## src/hlcp_map.vh

```
// Constants shared by the hardwired laser control port design.
`ifndef HLCP_MAP_VH
`define HLCP_MAP_VH
// ==========================================
// APB register byte offsets
`define HLCP_REG_CTRL     8'h00
`define HLCP_REG_STATUS   8'h04
`define HLCP_REG_INPUTS   8'h08
`define HLCP_REG_PROGLEN  8'h0c
`define HLCP_REG_SETPOINT 8'h10
`define HLCP_REG_ANALOG   8'h14
`define HLCP_REG_CHANNEL  8'h18
// ==========================================
// Control register fields
`define HLCP_CTRL_FAULT_SET  0
`define HLCP_CTRL_EMIT_OK    1
`define HLCP_CTRL_INTERNAL   2
`define HLCP_CTRL_WAIT_SYNC  3
`define HLCP_CTRL_RST        32'h0000_0002
// ==========================================
// Status register fields
`define HLCP_ST_READY    0
`define HLCP_ST_EMIT     1
`define HLCP_ST_INTERNAL 2
`define HLCP_ST_FAULT    3
`define HLCP_ST_GUIDE    4
`define HLCP_ST_ANALOG   5
`define HLCP_ST_ACK      6
`define HLCP_ST_MAINPWR  7
`define HLCP_ST_RUNNING  8
`define HLCP_ST_DONE     9
`define HLCP_ST_ABTERM   10
`define HLCP_ST_PULSED   11
`define HLCP_ST_SWCTRL   12
`define HLCP_ST_PROGMODE 13
// ==========================================
// Reset values and timing
`define HLCP_PROGLEN_RST  32'h0000_0100
`define HLCP_SETPOINT_RST 16'h0000
`define HLCP_CLK_NS       8
`define HLCP_CLR_MIN_NS   1000000
`define HLCP_CLR_CYCLES   ((`HLCP_CLR_MIN_NS + `HLCP_CLK_NS - 1) / `HLCP_CLK_NS)
`endif

```

## src/hlcp_apb.v

```verilog
// APB slave register file for the hardwired laser control port.
`timescale 1ns/100ps
`include "hlcp_map.vh"
module hlcp_apb
(
  // Clock and reset
  input  wire        clk,
  input  wire        nrst,
  // APB
  input  wire        psel,
  input  wire        penable,
  input  wire        pwrite,
  input  wire [7:0]  paddr,
  input  wire [31:0] pwdata,
  output reg  [31:0] prdata,
  output wire        pready,
  output reg         pslverr,
  // Register contents
  output reg  [31:0] ctrl_q,
  output reg  [31:0] proglen_q,
  output reg  [15:0] setpoint_q,
  // Block state
  input  wire [31:0] status,
  input  wire [31:0] inputs,
  input  wire [15:0] analog_in,
  input  wire [3:0]  channel
);
  wire access = psel & penable;
  reg  [31:0] rd_d;
  reg         bad_d;
  // Zero wait states keep the master's timing simple.
  assign pready = 1'b1;
  always @*
  begin
    rd_d  = 32'h0000_0000;
    bad_d = 1'b0;
    case (paddr)
      `HLCP_REG_CTRL:     rd_d = ctrl_q;
      `HLCP_REG_STATUS:   rd_d = status;
      `HLCP_REG_INPUTS:   rd_d = inputs;
      `HLCP_REG_PROGLEN:  rd_d = proglen_q;
      `HLCP_REG_SETPOINT: rd_d = {16'h0000, setpoint_q};
      `HLCP_REG_ANALOG:   rd_d = {16'h0000, analog_in};
      `HLCP_REG_CHANNEL:  rd_d = {28'h0000000, channel};
      default:            bad_d = 1'b1;
    endcase
  end
  always @(posedge clk or negedge nrst)
  begin
    if (!nrst)
    begin
      ctrl_q     <= `HLCP_CTRL_RST;
      proglen_q  <= `HLCP_PROGLEN_RST;
      setpoint_q <= `HLCP_SETPOINT_RST;
      prdata     <= 32'h0000_0000;
      pslverr    <= 1'b0;
    end
    else
    begin
      pslverr <= 1'b0;
      if (psel && !penable)
      begin
        prdata  <= pwrite ? 32'h0000_0000 : rd_d;
        pslverr <= 1'b0;
      end
      if (access)
      begin
        pslverr <= bad_d;
        if (pwrite)
        begin
          case (paddr)
            `HLCP_REG_CTRL:     ctrl_q <= pwdata;
            `HLCP_REG_PROGLEN:  proglen_q <= pwdata;
            `HLCP_REG_SETPOINT: setpoint_q <= pwdata[15:0];
            default:            ctrl_q <= ctrl_q;
          endcase
        end
      end
    end
  end
endmodule

```

## src/hlcp_port.v

```verilog
// Top level: control logic behind the hardwired laser control port.
//
// Register access over APB and the address map were chosen for this implementation.
`timescale 1ns/100ps
`include "hlcp_map.vh"
module hlcp_port
#(
  parameter CLR_CYCLES = `HLCP_CLR_CYCLES,
  parameter HAS_PULSED = 1,
  parameter NUM_GATES  = 3
)
(
  // Clock and reset
  input  wire        clk,
  input  wire        nrst,
  // APB
  input  wire        psel,
  input  wire        penable,
  input  wire        pwrite,
  input  wire [7:0]  paddr,
  input  wire [31:0] pwdata,
  output wire [31:0] prdata,
  output wire        pready,
  output wire        pslverr,
  // Port command inputs
  input  wire        emission_request,
  input  wire        run_enable,
  input  wire        software_control_enable,
  input  wire        alarm_clear,
  input  wire        guide_beam_request,
  input  wire        analog_power_enable,
  input  wire        program_abort,
  input  wire [6:0]  program_select,
  input  wire        sync_in,
  input  wire        main_power_control,
  input  wire [3:0]  gate_channel_select,
  input  wire        pulsed_mode_enable,
  // Analog setpoint, already digitised
  input  wire [15:0] analog_setpoint,
  // Port status outputs
  output reg         ready_out,
  output reg         emitting_out,
  output reg         internal_mode_out,
  output reg         fault_out,
  output reg         guide_beam_out,
  output reg         analog_mode_out,
  output reg         request_ack_out,
  output reg         main_power_out,
  output reg         program_running_out,
  output reg         program_done_out,
  output reg         abnormal_termination_flag,
  // Internal drives
  output reg  [3:0]  gate_open_q,
  output reg         quasi_continuous_pulsing,
  output reg  [15:0] power_setpoint_q
);
  // ==========================================
  // Input synchronisation
  wire [22:0] raw_in = {pulsed_mode_enable, gate_channel_select, main_power_control, sync_in,
                        program_select, program_abort, analog_power_enable, guide_beam_request,
                        alarm_clear, software_control_enable, run_enable, emission_request};
  wire [22:0] s_in;
  hlcp_sync #(.WIDTH(23)) u_sync (.clk(clk), .nrst(nrst), .async_in(raw_in), .sync_out(s_in));
  wire       req_s   = s_in[0];
  wire       run_s   = s_in[1];
  wire       swc_s   = s_in[2];
  wire       clr_s   = s_in[3];
  wire       guide_s = s_in[4];
  wire       ape_s   = s_in[5];
  wire       abort_s = s_in[6];
  wire [6:0] prog_s  = s_in[13:7];
  wire       sync_s  = s_in[14];
  wire       mpc_s   = s_in[15];
  wire [3:0] gate_s  = s_in[19:16];
  wire       pulse_s = s_in[20];
  // ==========================================
  // Edge detection
  reg run_q;
  reg clr_q;
  reg mpc_q;
  wire run_rise = run_s & ~run_q;
  wire clr_rise = clr_s & ~clr_q;
  wire mpc_rise = mpc_s & ~mpc_q;
  wire mpc_fall = ~mpc_s & mpc_q;
  wire run_take = req_s & run_s;
  wire prog_nz  = |prog_s;
  // ==========================================
  // Registers over APB
  wire [31:0] ctrl_q;
  wire [31:0] proglen_q;
  wire [15:0] setpoint_q;
  wire [31:0] status_w;
  hlcp_apb u_apb
  (
    .clk       (clk),
    .nrst      (nrst),
    .psel      (psel),
    .penable   (penable),
    .pwrite    (pwrite),
    .paddr     (paddr),
    .pwdata    (pwdata),
    .prdata    (prdata),
    .pready    (pready),
    .pslverr   (pslverr),
    .ctrl_q    (ctrl_q),
    .proglen_q (proglen_q),
    .setpoint_q(setpoint_q),
    .status    (status_w),
    .inputs    ({9'h000, s_in}),
    .analog_in (analog_setpoint),
    .channel   (gate_open_q)
  );
  // ==========================================
  // Program sequencer
  localparam ST_IDLE = 2'b00;
  localparam ST_RUN  = 2'b01;
  localparam ST_WAIT = 2'b10;
  reg  [1:0]  state_q;
  reg  [31:0] count_q;
  reg         alarm_q;
  reg         sync_seen_q;
  // Seventeen bits hold the full one millisecond count at the default clock.
  reg  [16:0] clr_cnt_q;
  wire        running = (state_q != ST_IDLE);
  wire        fault_w = alarm_q | ctrl_q[`HLCP_CTRL_FAULT_SET];
  // The alarm_q clear is qualified by hold time so a glitch cannot wipe a real alarm; abnormal_termination_flag clears on clr_s high unless prog_end_bad.
  wire        clr_done = clr_s && (clr_cnt_q == CLR_CYCLES[16:0] - 17'h00001);
  always @(posedge clk or negedge nrst)
  begin
    if (!nrst)
    begin
      run_q       <= 1'b0;
      clr_q       <= 1'b0;
      mpc_q       <= 1'b0;
      state_q     <= ST_IDLE;
      count_q     <= 32'h0000_0000;
      alarm_q     <= 1'b0;
      sync_seen_q <= 1'b0;
      clr_cnt_q   <= 17'h00000;
    end
    else
    begin
      run_q <= run_s;
      clr_q <= clr_s;
      mpc_q <= mpc_s;
      if (!clr_s)
        clr_cnt_q <= 17'h00000;
      else if (clr_rise || (clr_cnt_q != 17'h00000 && clr_cnt_q != CLR_CYCLES[16:0]))
        clr_cnt_q <= clr_cnt_q + 17'h00001;
      if (req_s && clr_done)
        alarm_q <= 1'b0;
      sync_seen_q <= sync_s;
      case (state_q)
        ST_IDLE:
        begin
          count_q <= 32'h0000_0000;
          if (req_s && prog_nz && run_rise && !fault_w)
            state_q <= ST_RUN;
        end
        ST_RUN:
        begin
          count_q <= count_q + 32'h0000_0001;
          if ((req_s && abort_s) || !run_s)
          begin
            state_q <= ST_IDLE;
            alarm_q <= 1'b1;
          end
          else if (ctrl_q[`HLCP_CTRL_WAIT_SYNC] && count_q == {1'b0, proglen_q[31:1]})
            state_q <= ST_WAIT;
          else if (count_q >= proglen_q)
            state_q <= ST_IDLE;
        end
        ST_WAIT:
        begin
          // Program pauses until sync is high on two clocks in a row with the request on, then resumes.
          if ((req_s && abort_s) || !run_s)
          begin
            state_q <= ST_IDLE;
            alarm_q <= 1'b1;
          end
          else if (req_s && sync_s && sync_seen_q)
          begin
            state_q <= ST_RUN;
            count_q <= count_q + 32'h0000_0001;
          end
        end
        default:
          state_q <= ST_IDLE;
      endcase
    end
  end
  wire prog_end_ok  = (state_q == ST_RUN) && !(req_s && abort_s) && run_s &&
                      !(ctrl_q[`HLCP_CTRL_WAIT_SYNC] && count_q == {1'b0, proglen_q[31:1]}) &&
                      (count_q >= proglen_q);
  wire prog_end_bad = running && ((req_s && abort_s) || !run_s);
  // ==========================================
  // Output decode
  wire analog_sel = req_s && ape_s && !prog_nz;
  wire can_emit   = !fault_w && main_power_out && ctrl_q[`HLCP_CTRL_EMIT_OK];
  wire emit_d     = can_emit && req_s && (prog_nz ? running : run_take);
  always @(posedge clk or negedge nrst)
  begin
    if (!nrst)
    begin
      ready_out                 <= 1'b0;
      emitting_out              <= 1'b0;
      internal_mode_out         <= 1'b0;
      fault_out                 <= 1'b0;
      guide_beam_out            <= 1'b0;
      analog_mode_out           <= 1'b0;
      request_ack_out           <= 1'b0;
      main_power_out            <= 1'b0;
      program_running_out       <= 1'b0;
      program_done_out          <= 1'b0;
      abnormal_termination_flag <= 1'b0;
      gate_open_q               <= 4'h0;
      quasi_continuous_pulsing  <= 1'b0;
      power_setpoint_q          <= 16'h0000;
    end
    else
    begin
      ready_out         <= can_emit;
      emitting_out      <= emit_d;
      internal_mode_out <= ctrl_q[`HLCP_CTRL_INTERNAL] | (req_s & swc_s);
      fault_out         <= fault_w;
      if (req_s)
        guide_beam_out <= guide_s;
      // Analog mode shows where the setpoint comes from, whether or not light is on.
      analog_mode_out <= analog_sel;
      request_ack_out <= req_s;
      if (req_s && mpc_rise)
        main_power_out <= 1'b1;
      else if (req_s && mpc_fall)
        main_power_out <= 1'b0;
      program_running_out <= running;
      if (prog_end_ok)
        program_done_out <= 1'b1;
      else if (!run_s)
        program_done_out <= 1'b0;
      if (prog_end_bad)
        abnormal_termination_flag <= 1'b1;
      else if (clr_s)
        abnormal_termination_flag <= 1'b0;
      if (req_s)
      begin
        if (gate_s != 4'h0 && gate_s <= NUM_GATES[3:0])
          gate_open_q <= gate_s;
        else
          gate_open_q <= 4'h0;
        quasi_continuous_pulsing <= (HAS_PULSED != 0) && pulse_s;
      end
      if (prog_nz)
        power_setpoint_q <= setpoint_q;
      else if (analog_sel)
        power_setpoint_q <= analog_setpoint;
      else
        power_setpoint_q <= 16'h0000;
    end
  end
  assign status_w = {18'h00000, prog_nz, swc_s, quasi_continuous_pulsing,
                     abnormal_termination_flag, program_done_out, program_running_out,
                     main_power_out, request_ack_out, analog_mode_out, guide_beam_out,
                     fault_out, internal_mode_out, emitting_out, ready_out};
endmodule

```

## src/hlcp_sync.v

```verilog
// Two-stage synchroniser for a bus of port inputs.
`timescale 1ns/100ps
module hlcp_sync
#(
  parameter WIDTH = 1
)
(
  // Clock and reset
  input  wire             clk,
  input  wire             nrst,
  // Data
  input  wire [WIDTH-1:0] async_in,
  output reg  [WIDTH-1:0] sync_out
);
  reg [WIDTH-1:0] meta_q;
  always @(posedge clk or negedge nrst)
  begin
    if (!nrst)
    begin
      meta_q   <= {WIDTH{1'b0}};
      sync_out <= {WIDTH{1'b0}};
    end
    else
    begin
      meta_q   <= async_in;
      sync_out <= meta_q;
    end
  end
endmodule
```

## config.mk

```make
export PLATFORM = sky130hd
export DESIGN_NAME = hlcp_port
export DESIGN_NICKNAME = d
export VERILOG_FILES = /design/src/hlcp_apb.v /design/src/hlcp_port.v /design/src/hlcp_sync.v
export VERILOG_INCLUDE_DIRS = /design/src
export SDC_FILE = /design/constraint.sdc
export NUM_CORES = 1
export LEC_CHECK = 0
export BUFFER_PORTS_ARGS = -buffer_cell sky130_fd_sc_hd__buf_2
export CAP_MARGIN = 20
export CORE_UTILIZATION = 42
export DETAILED_ROUTE_END_ITERATION = 16
export PLACE_DENSITY_LB_ADDON = 0.25
export SLEW_MARGIN = 20
export SYNTH_ARGS = -nofsm -noshare
export SYNTH_HDL_FRONTEND = slang
export SYNTH_SLANG_ARGS = --single-unit
```

## constraint.sdc

```tcl
create_clock -name clk -period 2.2 [get_ports clk]
set_input_delay 0.11 -clock clk [delete_from_list [all_inputs] [get_ports clk]]
set_output_delay 0.11 -clock clk [all_outputs]
set_load 0.03 [all_outputs]
```

Word-level counts from Yosys, hierarchy flattened. Cells that the tools add are included.

Bits in registers: 243. Input bits: 82. Output and inout bits: 66.

Add/sub/neg operators: 2. $lt $le $gt $ge: 2. Equality and inequality tests: 18. Muxes and demuxes: 29. Bitwise logic cells: 13. Reductions and logical operators: 49.

Operator list (number): case mux 32 bit (7 select lines) (1); 2-to-1 mux 32 bit (3); case mux 32 bit (3 select lines) (1); 2-to-1 mux 17 bit (2); adder 32 x 1 -> 32 bit (second input constant) (1); equality test 32 x 31 -> 1 bit (1); >= comparator 32 bit (1); 2-to-1 mux 16 bit (2); logical AND 1 bit (25); equality test 8 x 5 -> 1 bit (second input constant) (3); adder 17 x 1 -> 17 bit (second input constant) (1); equality test 17 bit (second input constant) (1); inequality test 17 bit (second input constant) (1); nonzero test 17 bit (1); equality test 8 x 4 -> 1 bit (second input constant) (2); AND reduction 3 bit (5); OR reduction 7 bit (2); 2-to-1 mux 1 bit (12); 2-to-1 mux 2 bit (6); inequality test 2 bit (second input constant) (5); equality test 8 x 3 -> 1 bit (second input constant) (1); logical NOT 8 bit (1); AND 1 bit (7); logical NOT 1 bit (6); 15 further kinds (22).

Depth between registers and ports, before layout.
Word-level depth: 7. Depth in mapped cells: 8. Gate-level depth less buffers: 8.

Hierarchy. Synthesis repeated with hierarchy kept, for this count alone.

Cells, all modules: 987. Area, all modules: 11969.0 um^2.

Modules (own cells, without submodules): hlcp_apb (times used 1, cells each 391, area an instance 5517.8 um^2); hlcp_port (times used 1, cells each 550, area an instance 5300.1 um^2); hlcp_sync (times used 1, cells each 46, area an instance 1151.1 um^2).

Least setup slack after synthesis. OpenSTA, ideal clock, no wires.

Path kind: reg-to-reg. From: reg u_apb.proglen_q[14]. To: reg program_done_out. Library setup time: 0.121 ns. Data arrival time: 1.940 ns. Path slack: 0.139 ns. Stages on the path, launching flop included: 9. Period minus slack after synthesis: 2.061 ns. Path through: dfrtp_1 -> inv_1 -> ha_1 -> and4_1 -> and4_1 -> and2_1 -> o41ai_1 -> nand2_1 -> a22o_1.

Cells in the longest elaborated chain, start to end: 6.

RTL lines: start, declared (RTL line hlcp_apb.v:20) `output reg [31:0] proglen_q,`; start signal, assigned (RTL line hlcp_apb.v:53) `` proglen_q <= `HLCP_PROGLEN_RST; ``; start signal, assigned (RTL line hlcp_apb.v:73) `` `HLCP_REG_PROGLEN: proglen_q <= pwdata; ``; parallel branches: the longest is 4 deep, another holds >= comparator 32 bit; logical AND 1 bit * (RTL line hlcp_port.v:192) `wire prog_end_ok = (state_q == ST_RUN) && !(req_s && abort_s) && run_s &&`; inequality test 2 bit (no line) / 2-to-1 mux 1 bit (equally long branches); end signal, assigned (RTL line hlcp_port.v:214) `program_done_out <= 1'b0;`; end signal, assigned (RTL line hlcp_port.v:237) `program_done_out <= 1'b1;`; end signal, assigned (RTL line hlcp_port.v:239) `program_done_out <= 1'b0;`; end, declared (RTL line hlcp_port.v:50) `output reg program_done_out,`.

Mark *: on every way between the ends. A chain may end at the register's enable or synchronous reset.

Final worst setup path.
From: reg u_apb.proglen_q[14]. To: reg state_q[1].

Cells in the longest elaborated chain, start to end: 5.

RTL lines: parallel branches: the longest is 5 deep, another holds >= comparator 32 bit; end signal, assigned (RTL line hlcp_port.v:165) `state_q <= ST_IDLE;`; end signal, assigned (RTL line hlcp_port.v:169) `state_q <= ST_WAIT;`; end signal, assigned (RTL line hlcp_port.v:171) `state_q <= ST_IDLE;`; end, declared (RTL line hlcp_port.v:118) `reg [1:0] state_q;`.

Several ways; the timed one is not identified.

==> metrics.md <==
| Metric | Value |
|---|---|
| Status | finished, final reports clean |
| Clock tree root buffer cell | clkbuf_16 |
| WL/cell | 19.8 µm |
| Filler-free cell count of the finished design | 1,660 |
| Syn Area/Cell | 11.5 µm² |
| Hold Path Class | input pin to asynchronous set/reset pin |
| CTS H-tree depth | 1 |
| Vias in the first global route | 9,189 |
| Final HPWL DP | 23,400 µm |
| VDD IR-drop max | 0.582 mV |
| Total GRT Usage | 23.8% |
| Ant diodes | 0 |
| Die area | 28,000 µm² |
| Crit path kind | register to register |
| Crit path from | u_apb.proglen_q[14] |
| Met1 Usage GRT | 31.6% |
| Relative slew slack | 61.3% |
| R2R setup slack | 100 ps |
| Synthesized flop and latch total | 243 |
| Routed WL | 32,800 µm |
| Worst reg2reg startpoint | u_apb.proglen_q[14] |
| Max cap viols | 0 |
| # fillers | 2,300 |
| Most used flip-flop cell after synthesis | dfrtp_1 |
| Largest net degree at the start of global routing | 61 |
| Warnings, synthesis | 0 |
| Xor and xnor area share after synthesis | 4.12% |
| Worst-Skew Late Latency | 550 ps |
| CTS tree | done |
| GR peak layer | met2 |
| TritonCTS Buffers | 27 |
| Vias per cell | 5.41 |
| Global routing usage on met3 | 3.45% |
| Leak | 7.17 nW |
| Post-synth EDFFs | 0 |
| Port bufs | 146 |
| Horiz. Die Dim | 167 µm |
| Post-synth top area share | 52.6% |
| Worst Setup End Kind | register |
| Post-Route Utilization | 55.8% |
| Synthesis-to-finish area growth | 30.7% |
| Adder-Cell Fraction of Synth Area | 4.25% |
| Dpl cells | 1,535 |
| Starting density of the core | 42.7% |
| Core Box Area | 26,900 µm² |
| Largest family of logic cells by synthesized area | simple AND/OR/NAND/NOR gates |
| Fin. Hold Viols | 0 |
| Seq/Total Area, Yosys | 53.0% |
| Share of the cycle needed by the critical path after routing | 95.6% |
| Max clock buf depth | 3 |
| Fraction of layout cells with a size suffix above 1 | 31.2% |
| Post-Syn Area | 11,500 µm² |
| Post-DRT Antenna Nets | 0 |
| Boundary pin count | 148 |
| Cells after synthesis | 994 |
| Setup repair after global routing missed its margin | yes |
| Drt pass-1 iters | 5 |
| Final setup fails | 0 |
| Synth Area in Compound Gates | 11.8% |
| GPL Wtd Cong | 0.907 |
| Fmax | 0.476 GHz |
| Crit-path max FO | 3 |
| Row count | 60 |
| Worst slack, placed | -121 ps |
| Setup Skew | 18.3 ps |
| DR iter-0 viols | 728 |
| Simple-Gate Fraction of Synth Area | 11.9% |
| Final setup margin | 97.1 ps |
| Mux cell area share after synthesis | 10.7% |
| Initial antenna violation count | 0 |
| Cell taking the most area after synthesis | dfrtp_1 |
| FFs w/ async S/R, synth | 100% |
| P per Cell Area | 722 nW/µm² |
| Total gr overflow | 0 |
| Crit path launch type | register |
| Reg-to-reg critical path endpoint | state_q[1] |
| Syn Nets | 1,115 |
| Global-route wire length before repair | 51,600 µm |
| Worst r2r path cells | 9 |
| DRC | 0 |
| Slew Limit Fails | 0 |
| Die Y | 167 µm |
| Clk sink count | 243 |
| Leading post-synthesis cells by cell area | dfrtp_1 53%, mux2_2 9.4%, ha_1 4.3% |
| Count of different cell masters after synthesis | 63 |
| Worst Max-Slew Pin Slew | 574 ps |
| Via count | 8,985 |
| Worst-path clk slew | 60 ps |
| Routing usage on met2 | 39.9% |
| Min Clock Period, post-route | 2100 ps |
| Final nets | 1,419 |
| Worst path arrival time | 2510 ps |
| Critical Path RT | 2610 ps |
==> flip-flops by register name, summed over array words and instances (netlist names), 2 cells and up <==
register / count
u_apb.setpoint_q: 16
clr_cnt_q: 17
u_sync.meta_q: 21
u_sync.sync_out: 21
power_setpoint_q: 16
gate_open_q: 4
u_apb.proglen_q: 32
u_apb.prdata: 32
count_q: 32
state_q: 2
u_apb.ctrl_q: 32
==> metrics by stage <==
stage / TNS (ps) / cell area (µm²) / hold WS (ps) / power (W)
6_report: 0 / 15000 / 80.9 / 0.0108
5_1_grt: -35.5 / 15000 / 133 / 0.0112
4_1_cts: 0 / 14900 / 86.1 / 0.0109
3_5_place_dp: -449 / 13200 / 79.5 / 0.00597
3_3_place_gp: -222 / 13200 / 80.5 / 0.00596
2_1_floorplan: 0 / 11500 / -186 / 0.00539
==> routing by layer <==
metal | wire (µm) | share of wire, %
met5 | 0 | 0
met2 | 15700 | 48
met3 | 1710 | 5.2
met4 | 1150 | 3.5
met1 | 14300 | 43
==> placed cells by master (no fill, tap or decap), types with 3 or more instances in the layout <==
cell | netlist | routed
mux2i_1 | 11 | 11
buf_4 | 7 | 96
buf_2 | 5 | 145
a221o_1 | 3 | 3
nand4b_1 | 3 | 3
xor2_1 | 3 | 3
ha_1 | 39 | 38
a22oi_1 | 26 | 26
bufinv_16 | 0 | 5
nand3_1 | 25 | 25
or3_1 | 11 | 11
o21ai_1 | 3 | 3
xnor2_1 | 51 | 51
mux2_2 | 96 | 96
clkbuf_16 | 0 | 27
a222oi_1 | 11 | 11
inv_1 | 47 | 47
dlygate4sd3_1 | 0 | 72
o22ai_1 | 5 | 5
and2_1 | 12 | 12
nand3b_1 | 3 | 3
nor2_1 | 34 | 34
nor4_1 | 6 | 4
and3_1 | 9 | 9
clkinv_2 | 0 | 5
dfrtp_1 | 241 | 240
a21o_1 | 18 | 18
nand2_1 | 67 | 67
a22o_1 | 27 | 27
nand4_1 | 20 | 20
and4_1 | 10 | 9
nor3_1 | 16 | 16
nand2b_1 | 4 | 3
o21ai_0 | 45 | 45
nor2b_1 | 13 | 13
clkbuf_1 | 24 | 9
a21boi_0 | 4 | 4
a21oi_1 | 47 | 47
buf_12 | 0 | 10
==> synthesized netlist by cell type, types with 12 or more instances <==
library cell and count:
a21oi_1 47, clkbuf_1 24, a22o_1 27, ha_1 39, nor3_1 16, nand3_1 25
mux2_2 96, o21ai_0 45, nor2_1 34, a21o_1 18, xnor2_1 51, nand2_1 67
nand4_1 20, nor2b_1 13, a22oi_1 26, and2_1 12, inv_1 47, dfrtp_1 241
==> cell type report <==
| cell class | count | area, µm² | share of cell area [%] |
|---|---|---|---|
| flip-flops and latches | 243 | 6080 | 40.6 |
| multi-input cells | 655 | 4980 | 33.3 |
| repair buffers | 324 | 2380 | 15.9 |
| clock buffers | 37 | 723 | 4.83 |
| well taps | 341 | 427 | 2.85 |
| clock inverters | 13 | 210 | 1.40 |
| inverters | 47 | 176 | 1.18 |
==> where the power goes <==
part	internal, W	total [W]	switching, W
clock	0.00290	0.00476	0.00186
combinational	0.000538	0.00129	0.000755
sequential	0.00462	0.00476	0.000141
total	0.00807	0.0108	0.00275
==> critical path, stage by stage, from the launching register on <==
cell and delay [ps]:
dfrtp_1 390, inv_1 60, ha_1 290, and4_4 230, and4_1 200, nor4b_2 240, o41ai_2 90, buf_4 140
a31oi_2 220, o32ai_2 100
==> worst max path at each step <==
stage                                   to  depth (start not counted)
final                           state_q[1]                          9
after global routing            state_q[1]                          8
after CTS                 program_done_out                          8
after detailed placement  program_done_out                          9
after global placement    program_done_out                          8
after floorplan           program_done_out                          8
==> kinds of logic (layout without fill, tap and decap cells) <==
kind of cell,after synthesis,count (layout)
simple gates,248,248
flops,243,243
other cells,1,1
fa+ha+maj,39,39
buf+inv,96,421
xor+xnor,54,54
compound gates,203,203
mux,110,110
==> timing repair <==
| action | in CTS | in global routing |
|---|---|---|
| pin swaps | 0 | 9 |
| hold endpoints to repair | 332 | 0 |
| gates resized for setup | 2 | 10 |
| buffers inserted | 0 | 3 |
| endpoints found under the setup margin | 3 | 8 |
| hold buffers | 72 | 0 |
No activity file was read; power rests on OpenSTA's default activity.
